[config.mk]
export PLATFORM = sky130hd
export DESIGN_NAME = dtc_dual_timer
export DESIGN_NICKNAME = d
export VERILOG_FILES = /design/src/verilog/dtc_pkg.sv /design/src/verilog/dtc_dual_timer.sv
export SDC_FILE = /design/constraint.sdc
export NUM_CORES = 1
export LEC_CHECK = 0
export ABC_CLOCK_PERIOD_IN_PS = 3170
export BUFFER_PORTS_ARGS = -buffer_cell sky130_fd_sc_hd__buf_2
export CORE_ASPECT_RATIO = 0.7
export CORE_MARGIN = 8
export CORE_UTILIZATION = 55
export CTS_CLUSTER_DIAMETER = 40
export CTS_CLUSTER_SIZE = 8
export DETAILED_ROUTE_END_ITERATION = 10
export PLACE_DENSITY = 0.75
export SYNTH_ARGS = -nofsm -noshare
export SYNTH_HDL_FRONTEND = slang
export SYNTH_SLANG_ARGS = --single-unit
[constraint.sdc]
create_clock -name mclk_i -period 3.17 [get_ports mclk_i]
set_input_delay 0.951 -clock mclk_i [delete_from_list [all_inputs] [get_ports mclk_i]]
set_output_delay 0.951 -clock mclk_i [all_outputs]
set_load 0.05 [all_outputs]
[src/verilog/dtc_pkg.sv]
// Register map, field layout and timing constants of the dual timer/counter
package dtc_pkg;

    // Register addresses on the special-function port
    localparam logic [7:0] DTC_ADDR_CTRL = 8'h88;
    localparam logic [7:0] DTC_ADDR_MODE = 8'h89;
    localparam logic [7:0] DTC_ADDR_LO0  = 8'h8A;
    localparam logic [7:0] DTC_ADDR_LO1  = 8'h8B;
    localparam logic [7:0] DTC_ADDR_HI0  = 8'h8C;
    localparam logic [7:0] DTC_ADDR_HI1  = 8'h8D;

    // Control/flag register bit positions
    localparam int DTC_CTRL_FLAG1 = 7;
    localparam int DTC_CTRL_RUN1  = 6;
    localparam int DTC_CTRL_FLAG0 = 5;
    localparam int DTC_CTRL_RUN0  = 4;

    // Mode register: unit 1 in the upper nibble, unit 0 in the lower
    localparam int DTC_MODE_GATE1 = 7;
    localparam int DTC_MODE_CT1   = 6;
    localparam int DTC_MODE_M1_LO = 4;
    localparam int DTC_MODE_GATE0 = 3;
    localparam int DTC_MODE_CT0   = 2;
    localparam int DTC_MODE_M0_LO = 0;

    // Count mode field encodings
    localparam logic [1:0] DTC_M_13BIT = 2'h0;
    localparam logic [1:0] DTC_M_16BIT = 2'h1;
    localparam logic [1:0] DTC_M_RELOAD = 2'h2;
    localparam logic [1:0] DTC_M_SPECIAL = 2'h3;

    // Reset values
    localparam logic [7:0] DTC_RST_BYTE = 8'h00;

    // Machine cycle length in clocks
    localparam int         DTC_MCYC_CLKS = 12;
    localparam logic [3:0] DTC_DIV_LAST  = 4'(DTC_MCYC_CLKS - 1);

endpackage : dtc_pkg

[src/verilog/dtc_dual_timer.sv]
// Dual 16-bit timer/counter with special-function register port
`timescale 1ns/1ps

// Behaviour
// Two independent 16-bit up counters, each timer or event counter.
// Timer operation adds one per machine cycle of twelve clocks.
// Counter operation adds one per falling edge on the unit's count input.
// Falling edge recognised over two machine cycles; no duty-cycle limit.
// Count source holds each level at least one machine cycle.
// Run bits (control bit 6 unit 1, bit 4 unit 0) start units.
// Two-bit mode field: 13-bit, 16-bit, 8-bit reload, special.
// 13-bit mode: five low bits in low byte, top three read zero.
// Reload mode counts low byte; overflow copies high byte into it.
// Special mode halts unit 1 and splits unit 0 into two bytes.
// Split: low half uses unit 0 controls, high half unit 1 run/flag.
// Software avoids unit 0 reload mode while unit 1 is 13/16-bit.
// Overflow sets flag; software or interrupt service clears it.
// Select bit 1 picks counter operation, 0 picks timer operation; the code also counts falling edges when the gate bit is set.
// Gate bit with run bit counts falling edges on the count input.
// 13/16-bit modes wrap to zero on overflow; everything resets to zero.
module dtc_dual_timer
    import dtc_pkg::*;
(
    // Clock and reset
    input  wire logic       mclk_i,
    input  wire logic       rst_i,
    // Special-function register port
    input  wire logic [7:0] sfr_addr_i,
    input  wire logic       sfr_wr_i,
    input  wire logic [7:0] sfr_wdata_i,
    input  wire logic       sfr_rd_i,
    output logic      [7:0] sfr_rdata_o,
    // Count inputs from digital pins
    input  wire logic       unit0_count_input_i,
    input  wire logic       unit1_count_input_i,
    // Interrupt service acknowledges
    input  wire logic       unit0_irq_ack_i,
    input  wire logic       unit1_irq_ack_i,
    // Flags and baud-rate tick
    output logic            unit0_overflow_flag_o,
    output logic            unit1_overflow_flag_o,
    output logic            unit1_overflow_pulse_o
);

    // State registers
    logic [3:0] div_ff,   nxt_div;
    logic [1:0] syn0_ff,  nxt_syn0;
    logic [1:0] syn1_ff,  nxt_syn1;
    logic [1:0] smp_ff,   nxt_smp;
    logic       run0_ff,  nxt_run0;
    logic       run1_ff,  nxt_run1;
    logic       flag0_ff, nxt_flag0;
    logic       flag1_ff, nxt_flag1;
    logic [7:0] mode_ff,  nxt_mode;
    logic [7:0] lo0_ff,   nxt_lo0;
    logic [7:0] hi0_ff,   nxt_hi0;
    logic [7:0] lo1_ff,   nxt_lo1;
    logic [7:0] hi1_ff,   nxt_hi1;
    logic [7:0] rdata_ff, nxt_rdata;
    logic       pulse_ff, nxt_pulse;

    // Combinational helpers
    logic       mtick;
    logic       fall0;
    logic       fall1;
    logic       en0;
    logic       en1;
    logic       en_hi0;
    logic       ovf0;
    logic       ovf1;
    logic       ovf_hi0;
    logic       split0;
    logic [1:0] m0;
    logic [1:0] m1;
    logic [16:0] st0;
    logic [16:0] st1;

    // One count step: {overflow, high byte, low byte}
    function automatic logic [16:0] dtc_step(input logic [1:0] m,
                                             input logic [7:0] lo,
                                             input logic [7:0] hi);
        logic [16:0] r;
        logic [13:0] s13;
        r   = {1'b0, hi, lo};
        s13 = {1'b0, hi, lo[4:0]} + 14'h0001;
        case (m)
            DTC_M_13BIT:  r = {s13[13], s13[12:5], 3'h0, s13[4:0]};
            DTC_M_16BIT:  r = {1'b0, hi, lo} + 17'h00001;
            DTC_M_RELOAD: r = (lo == 8'hFF) ? {1'b1, hi, hi}
                                            : {1'b0, hi, lo + 8'h01};
            default:      r = {1'b0, hi, lo};
        endcase
        return r;
    endfunction : dtc_step

    assign m0     = mode_ff[DTC_MODE_M0_LO +: 2];
    assign m1     = mode_ff[DTC_MODE_M1_LO +: 2];
    assign split0 = (m0 == DTC_M_SPECIAL);
    assign mtick  = (div_ff == DTC_DIV_LAST);

    // Edge seen when the previous machine-cycle sample was high, now low
    assign fall0 = mtick & smp_ff[0] & ~syn0_ff[1];
    assign fall1 = mtick & smp_ff[1] & ~syn1_ff[1];

    // Counter operation when select bit or gate bit is set
    assign en0 = run0_ff & mtick
               & ((mode_ff[DTC_MODE_CT0] | mode_ff[DTC_MODE_GATE0]) ? fall0 : 1'b1);
    assign en1 = run1_ff & mtick
               & ((mode_ff[DTC_MODE_CT1] | mode_ff[DTC_MODE_GATE1]) ? fall1 : 1'b1);
    assign en_hi0 = split0 & run1_ff & mtick;

    assign st0     = dtc_step(m0, lo0_ff, hi0_ff);
    assign st1     = dtc_step(m1, lo1_ff, hi1_ff);
    assign ovf0    = en0 & (split0 ? (lo0_ff == 8'hFF) : st0[16]);
    assign ovf_hi0 = en_hi0 & (hi0_ff == 8'hFF);
    assign ovf1    = en1 & (m1 != DTC_M_SPECIAL) & st1[16];

    // Next-state computation for the whole block
    always_comb
    begin
        nxt_div   = mtick ? 4'h0 : div_ff + 4'h1;
        nxt_syn0  = {syn0_ff[0], unit0_count_input_i};
        nxt_syn1  = {syn1_ff[0], unit1_count_input_i};
        // Levels sampled once per machine cycle, so short glitches are missed
        nxt_smp   = mtick ? {syn1_ff[1], syn0_ff[1]} : smp_ff;
        nxt_run0  = run0_ff;
        nxt_run1  = run1_ff;
        nxt_mode  = mode_ff;
        nxt_lo0   = lo0_ff;
        nxt_hi0   = hi0_ff;
        nxt_lo1   = lo1_ff;
        nxt_hi1   = hi1_ff;
        nxt_flag0 = flag0_ff;
        nxt_flag1 = flag1_ff;
        nxt_pulse = ovf1;
        nxt_rdata = 8'h00;

        // Unit 0 counting, whole or split
        if (split0)
        begin
            if (en0)
                nxt_lo0 = lo0_ff + 8'h01;
            if (en_hi0)
                nxt_hi0 = hi0_ff + 8'h01;
        end
        else if (en0)
        begin
            nxt_lo0 = st0[7:0];
            nxt_hi0 = st0[15:8];
        end

        // Unit 1 stands still in special mode
        if (en1 && m1 != DTC_M_SPECIAL)
        begin
            nxt_lo1 = st1[7:0];
            nxt_hi1 = st1[15:8];
        end

        // Software access; a register write overrides the count step
        if (sfr_wr_i)
        begin
            unique case (sfr_addr_i)
                DTC_ADDR_CTRL:
                begin
                    nxt_run0  = sfr_wdata_i[DTC_CTRL_RUN0];
                    nxt_run1  = sfr_wdata_i[DTC_CTRL_RUN1];
                    nxt_flag0 = sfr_wdata_i[DTC_CTRL_FLAG0];
                    nxt_flag1 = sfr_wdata_i[DTC_CTRL_FLAG1];
                end
                DTC_ADDR_MODE: nxt_mode = sfr_wdata_i;
                DTC_ADDR_LO0:  nxt_lo0  = sfr_wdata_i;
                DTC_ADDR_LO1:  nxt_lo1  = sfr_wdata_i;
                DTC_ADDR_HI0:  nxt_hi0  = sfr_wdata_i;
                DTC_ADDR_HI1:  nxt_hi1  = sfr_wdata_i;
                default:       nxt_mode = mode_ff;
            endcase
        end

        // Service clears; hardware set wins over any clear
        if (unit0_irq_ack_i)
            nxt_flag0 = 1'b0;
        if (unit1_irq_ack_i)
            nxt_flag1 = 1'b0;
        if (ovf0)
            nxt_flag0 = 1'b1;
        if (split0 ? ovf_hi0 : ovf1)
            nxt_flag1 = 1'b1;

        // Registered read data; unmapped addresses read zero
        if (sfr_rd_i)
        begin
            unique case (sfr_addr_i)
                DTC_ADDR_CTRL: nxt_rdata = {flag1_ff, run1_ff, flag0_ff, run0_ff, 4'h0};
                DTC_ADDR_MODE: nxt_rdata = mode_ff;
                DTC_ADDR_LO0:  nxt_rdata = (m0 == DTC_M_13BIT) ? {3'h0, lo0_ff[4:0]}
                                                               : lo0_ff;
                DTC_ADDR_LO1:  nxt_rdata = (m1 == DTC_M_13BIT) ? {3'h0, lo1_ff[4:0]}
                                                               : lo1_ff;
                DTC_ADDR_HI0:  nxt_rdata = hi0_ff;
                DTC_ADDR_HI1:  nxt_rdata = hi1_ff;
                default:       nxt_rdata = 8'h00;
            endcase
        end
    end

    // State registers; all bytes and controls clear on reset
    always_ff @(posedge mclk_i or posedge rst_i)
    begin
        if (rst_i)
        begin
            div_ff   <= 4'h0;
            syn0_ff  <= 2'h0;
            syn1_ff  <= 2'h0;
            smp_ff   <= 2'h0;
            run0_ff  <= 1'b0;
            run1_ff  <= 1'b0;
            flag0_ff <= 1'b0;
            flag1_ff <= 1'b0;
            mode_ff  <= DTC_RST_BYTE;
            lo0_ff   <= DTC_RST_BYTE;
            hi0_ff   <= DTC_RST_BYTE;
            lo1_ff   <= DTC_RST_BYTE;
            hi1_ff   <= DTC_RST_BYTE;
            rdata_ff <= 8'h00;
            pulse_ff <= 1'b0;
        end
        else
        begin
            div_ff   <= nxt_div;
            syn0_ff  <= nxt_syn0;
            syn1_ff  <= nxt_syn1;
            smp_ff   <= nxt_smp;
            run0_ff  <= nxt_run0;
            run1_ff  <= nxt_run1;
            flag0_ff <= nxt_flag0;
            flag1_ff <= nxt_flag1;
            mode_ff  <= nxt_mode;
            lo0_ff   <= nxt_lo0;
            hi0_ff   <= nxt_hi0;
            lo1_ff   <= nxt_lo1;
            hi1_ff   <= nxt_hi1;
            rdata_ff <= nxt_rdata;
            pulse_ff <= nxt_pulse;
        end
    end

    // Outputs straight from flops
    assign sfr_rdata_o            = rdata_ff;
    assign unit0_overflow_flag_o  = flag0_ff;
    assign unit1_overflow_flag_o  = flag1_ff;
    assign unit1_overflow_pulse_o = pulse_ff;

    logic wr_u0;
    logic wr_u1;
    assign wr_u0 = sfr_wr_i & (sfr_addr_i == DTC_ADDR_LO0 || sfr_addr_i == DTC_ADDR_HI0);
    assign wr_u1 = sfr_wr_i & (sfr_addr_i == DTC_ADDR_LO1 || sfr_addr_i == DTC_ADDR_HI1);
endmodule : dtc_dual_timer

==> After elaboration in Yosys (flattened, before gate mapping) <==
Index checks and enable logic that the tools add are counted.
{ "totals": {"ff_bits": 63, "input_bits": 24, "word_cells": 105} }
{ "op_classes": {"add_sub_neg": 8, "n_eq_ne": 16, "n_mux": 37, "n_bitwise": 18, "reduce_logical": 11} }
{ "op_table": {"columns": ["cell", "count"], "rows": [
  ["$mux 8", 19],
  ["$pmux 17 s3", 2],
  ["$eq 8x8->1 const B", 9],
  ["$pmux 8 s6", 1],
  ["$add 16x1->17 const B", 2],
  ["$mux 17", 2],
  ["$add 13x1->14 const B", 2],
  ["$add 8x1->8 const B", 3],
  ["$and 1x1->1", 14],
  ["$mux 1", 12],
  ["$reduce_bool 3->1", 4],
  ["$reduce_and 2->1", 4],
  ["$eq 2x2->1 const B", 3],
  ["$add 4x1->4 const B", 1],
  ["$eq 2x1->1 const B", 2],
  ["$eq 4x4->1 const B", 1],
  ["$logic_not 2->1", 2],
  ["$mux 4", 1],
  ["$ne 2x2->1 const B", 1],
  ["$not 1->1", 2],
  ["$or 1x1->1", 2],
  ["$logic_and 1x1->1", 1]
]} }

==> Depth between registers and ports, before layout <==
{ "logic_depth": {"depth_word": 10, "mapped_depth": 9} }

==> Worst setup path after synthesis <==
Ideal clock, no wire load.
{ "synth_path": {"path_type": "input -> register", "from": "input sfr_addr_i[5]", "to": "register lo1_ff[5]", "setup_ps": 124, "arrival_ps": 2296, "t_required_ps": 3046, "slack_ps": 750, "path_stages": 8, "path_buffers": 2, "cell_sequence": "nor4b_2 > and2_4 > and3b_1 > buf_4 > and3_1 > buf_4 > nor3_1 > a211o_1"} }
{ "synth_between": {"elab_chain_cells": 3} }
{ "synth_lines": {"columns": ["item", "line_no", "rtl"], "rows": [
  ["start: declaration", "dtc_dual_timer.sv:28", "input wire logic [7:0] sfr_addr_i,"],
  ["$eq 8x8->1", "dtc_dual_timer.sv:162", "unique case (sfr_addr_i)"],
  ["$mux 8", "dtc_dual_timer.sv:162", null],
  ["$mux 8", "dtc_dual_timer.sv:160", "if (sfr_wr_i)"],
  ["net nxt_lo1[5]", "dtc_dual_timer.sv:57", "logic [7:0] lo1_ff, nxt_lo1;"],
  ["end signal: assignment", "dtc_dual_timer.sv:240", "lo1_ff <= nxt_lo1;"],
  ["end: declaration", "dtc_dual_timer.sv:57", null]
]} }
The timed path passes the listed nets, and every way through them passes these cells.
A chain may end at the register's enable or synchronous reset.

==> Worst setup path in the final report <==
Same ends and word-level chain as after synthesis.

==> flow_summary_export.csv <==
group,metric,value,unit
critical_path,crit_start,"sfr_addr_i[5]",
pwr,vdd_ir_drop_max,0.368,mV
global_routing,antenna_found_initial,0,
floorplan,start_util,57.1,%
clocking,clockBufferDepth,2,
global_routing,grt_util_all_layers,26.3,%
timing,fin_crit,2.47,ns
synthesis,synth.area.top_cells,"dfrtp_1 (38%), mux2_2 (4.6%), a21oi_1 (4.3%), nand2_1 (3.9%), nor2_1 (3.9%)",
synthesis,synth_top_cell_area_share,37.5,%
critical_path,timing.rr.start,"lo1_ff[0]",
run_status,status,"finished, final reports clean",
clocking,path_clk_slew,0.08,ns
synthesis,synthCells,486,
synthesis,ys_seq_area_share,37.5,%
place,place_inst,598,
synthesis,ys_ff_latch,63,
detailed_routing,wl_per_cell,23.0,um
timing,setup_viol,0,
critical_path,r2r_cells,7,
critical_path,reg2reg_to,"lo1_ff[3]",
timing,relSlewSlack,40.6,%
job,cap_viol_max_count,0,
floorplan,die_w,120,um
global_routing,grt_pass1_vias,3838,
final_layout,postLayoutCellArea,0.00468,mm2
global_routing,grt_pass1_wl,21.5,mm
pwr,power_density,434,mW/mm2
global_routing,grt_max_degree,39,
place,dp_slack,0.366,ns
floorplan,rows,26,
clocking,cts_setup_buffers,0,
clocking,ctsHoldBuffers,0,
place,port_buffers,34,
detailed_routing,dr_total_vias,4249,
min_path,hold_end,"syn1_ff[1]",
synthesis,synthFlopType,"dfrtp_1",
detailed_routing,vias_per_cell,6.92,
place,place_area,0.00445,mm2
clocking,clock_latency,0.37,ns
min_path,hold_class,"reg -> reg",
floorplan,io-pin-count,35,
final_layout,nets,539,
detailed_routing,firstDrtPassIters,7,
synthesis,ys_types,71,
critical_path,worstSetupEndpointType,"flop",
synthesis,synth_edf_count,0,
floorplan,dieArea,0.0107,mm2
synthesis,synth_area,0.00420,mm2
detailed_routing,drc,0,
timing,setup-tns-final,0,ns
detailed_routing,routed_wl,14.1,mm
synthesis,async_flop_share,100,%
clocking,numClockSinks,63,
synthesis,yosysWarnings,0,
timing,fin_skew,0.0114,ns
place,hpwl,10.2,mm
critical_path,path_class,"in -> reg",
final_layout,syn2layout_area_growth,11.3,%
clocking,h-tree-depth,3,
synthesis,syn_area_per_cell,8.64,um2
clocking,cts_tree,"done",
floorplan,die_h,89.1,um
clocking,cts_inserted_buffers,9,
critical_path,startpoint_type,"input pin",
detailed_routing,dr.first_iter.drc_count,538,
place,place_congestion,0.977,
timing,worst-slew-pin-transition,0.888,ns
clocking,post_cts_resized,0,
clocking,cts-root-buf,"clkbuf_8",
timing,finalCritPeriodShare,78.1,%
timing,hold_violations,0,
final_layout,drive_above_1_share,19.8,%
timing,slew_viol_final,0,
timing,fmax,0.404,GHz
floorplan,core-area,0.00735,mm2
min_path,min-delay-start,"syn1_ff[0]",
critical_path,crit_required,3.43,ns
timing,rsz0062_at_grt,"false",
critical_path,r2r_slack,0.76,ns
pwr,leakagePower,1.87,nW
final_layout,instances_no_fill,614,
pwr,total_power,2.03,mW
critical_path,arrival,2.73,ns
synthesis,synthesis.nets,514,
timing,setup_slack,0.696,ns
synthesis,synth.largest_area_cell,"dfrtp_1",
final_layout,antenna_cells,0,
global_routing,overflow,0,
detailed_routing,ant_nets,0,
min_path,whs_path_depth,0,
critical_path,cp_max_fo,10,
==> through the flow <==
| stage | utilization (%) | hold WS (ns) |
|---|---|---|
| 2_1_floorplan | - | 0.331 |
| 3_3_place_gp | 60.5 | 0.332 |
| 3_5_place_dp | 60.5 | 0.336 |
| 4_1_cts | 63.6 | 0.354 |
| 5_1_grt | 63.6 | 0.360 |
| 6_report | 63.6 | 0.351 |
==> cell usage after synthesis (all sizes together), types with 7 or more instances <==
| master | number |
|---|---|
| o211ai | 7 |
| nand4 | 7 |
| nor2 | 46 |
| a22oi | 15 |
| nor3 | 21 |
| and3 | 10 |
| a31oi | 8 |
| buf | 9 |
| clkbuf | 20 |
| xnor2 | 9 |
| nand2 | 45 |
| nand2b | 7 |
| or2 | 10 |
| o21ai | 27 |
| dfrtp | 63 |
| a21oi | 36 |
| a221oi | 7 |
| nand3 | 24 |
| mux2 | 17 |
==> worst max-delay path, stage by stage <==
cell	delay, ns
buf_2	0.10
nor4b_2	0.30
and2_4	0.23
and3b_1	0.35
and3_1	0.43
nor3_1	0.10
a211o_1	0.27
==> state kept, by name, summed over array words and instances, names as in the netlist <==
name and count:
div_ff 4, hi0_ff 8, hi1_ff 8, lo0_ff 8, lo1_ff 8, mode_ff 8, run0_ff 1, run1_ff 1
sfr_rdata_o 8, smp_ff 2, syn0_ff 2, syn1_ff 2, unit0_overflow_flag_o 1, unit1_overflow_flag_o 1, unit1_overflow_pulse_o 1
==> power breakdown <==
group | total (mW) | switching (mW) | internal, mW | leakage, nW
clock network | 0.819 | 0.351 | 0.468 | 0.117
registers | 0.941 | 0.0935 | 0.848 | 0.759
logic | 0.270 | 0.162 | 0.108 | 0.994
==> worst max-delay path by stage <==
| stage | slack, ns | to |
|---|---|---|
| 4_1_cts | 0.75 | lo1_ff[5] |
| 3_3_place_gp | 0.44 | lo1_ff[5] |
| 5_1_grt | 0.61 | hi1_ff[5] |
| 6_report | 0.70 | lo1_ff[5] |
| 2_1_floorplan | 0.65 | div_ff[0] |
| 3_5_place_dp | 0.37 | lo1_ff[5] |
==> cell families (layout without fill, tap and decap cells) <==
family | count (synthesis) | in the layout | share of synthesized area (%)
mux | 23 | 23 | 5.99
simple gates | 200 | 200 | 25.2
fa+ha+maj | 4 | 4 | 1.19
xor+xnor | 12 | 12 | 2.50
compound gates | 149 | 149 | 24.0
buf+inv | 35 | 65 | 3.54
flops | 63 | 63 | 37.5
==> layout by cell type, fill, tap and decap left out, types with 4 or more instances in the layout <==
| cell | count |
|---|---|
| a221oi_1 | 7 |
| a22oi_1 | 15 |
| nand2_1 | 44 |
| buf_2 | 34 |
| mux2_2 | 17 |
| and3_1 | 10 |
| clkbuf_8 | 10 |
| o21a_1 | 5 |
| nand3_1 | 23 |
| nor2_1 | 44 |
| inv_1 | 5 |
| nor2b_1 | 4 |
| o21ai_0 | 26 |
| o211ai_1 | 7 |
| ha_1 | 4 |
| o31ai_1 | 5 |
| dfrtp_1 | 63 |
| nand2b_1 | 6 |
| buf_4 | 8 |
| a21boi_0 | 4 |
| xnor2_1 | 9 |
| nand4_1 | 5 |
| mux2i_1 | 6 |
| or2_2 | 10 |
| nor3_1 | 20 |
| a21oi_1 | 36 |
| a21o_1 | 6 |
| nand4b_1 | 5 |
| nor3b_1 | 4 |
| a31oi_1 | 8 |
==> area by class of cell <==
class,instances,area (um2)
clock inverter,6,91.3
sequential,63,1580
fill,651,2680
multi-input combinational,388,2470
inverter,6,22.5
tap,98,123
timing repair buffer,43,250
clock buffer,10,138
==> per-layer routing <==
| layer | GRT usage (%) | vias to the layer above | wire length (um) |
|---|---|---|---|
| met5 | 0 | - | 0 |
| met4 | 10.8 | 0 | 474 |
| met3 | 10.5 | 61 | 2050 |
| met2 | 35.7 | 316 | 5610 |
| met1 | 36.2 | 1996 | 5970 |
| li1 | - | 1876 | - |
No activity file was read; power rests on OpenSTA's default activity.
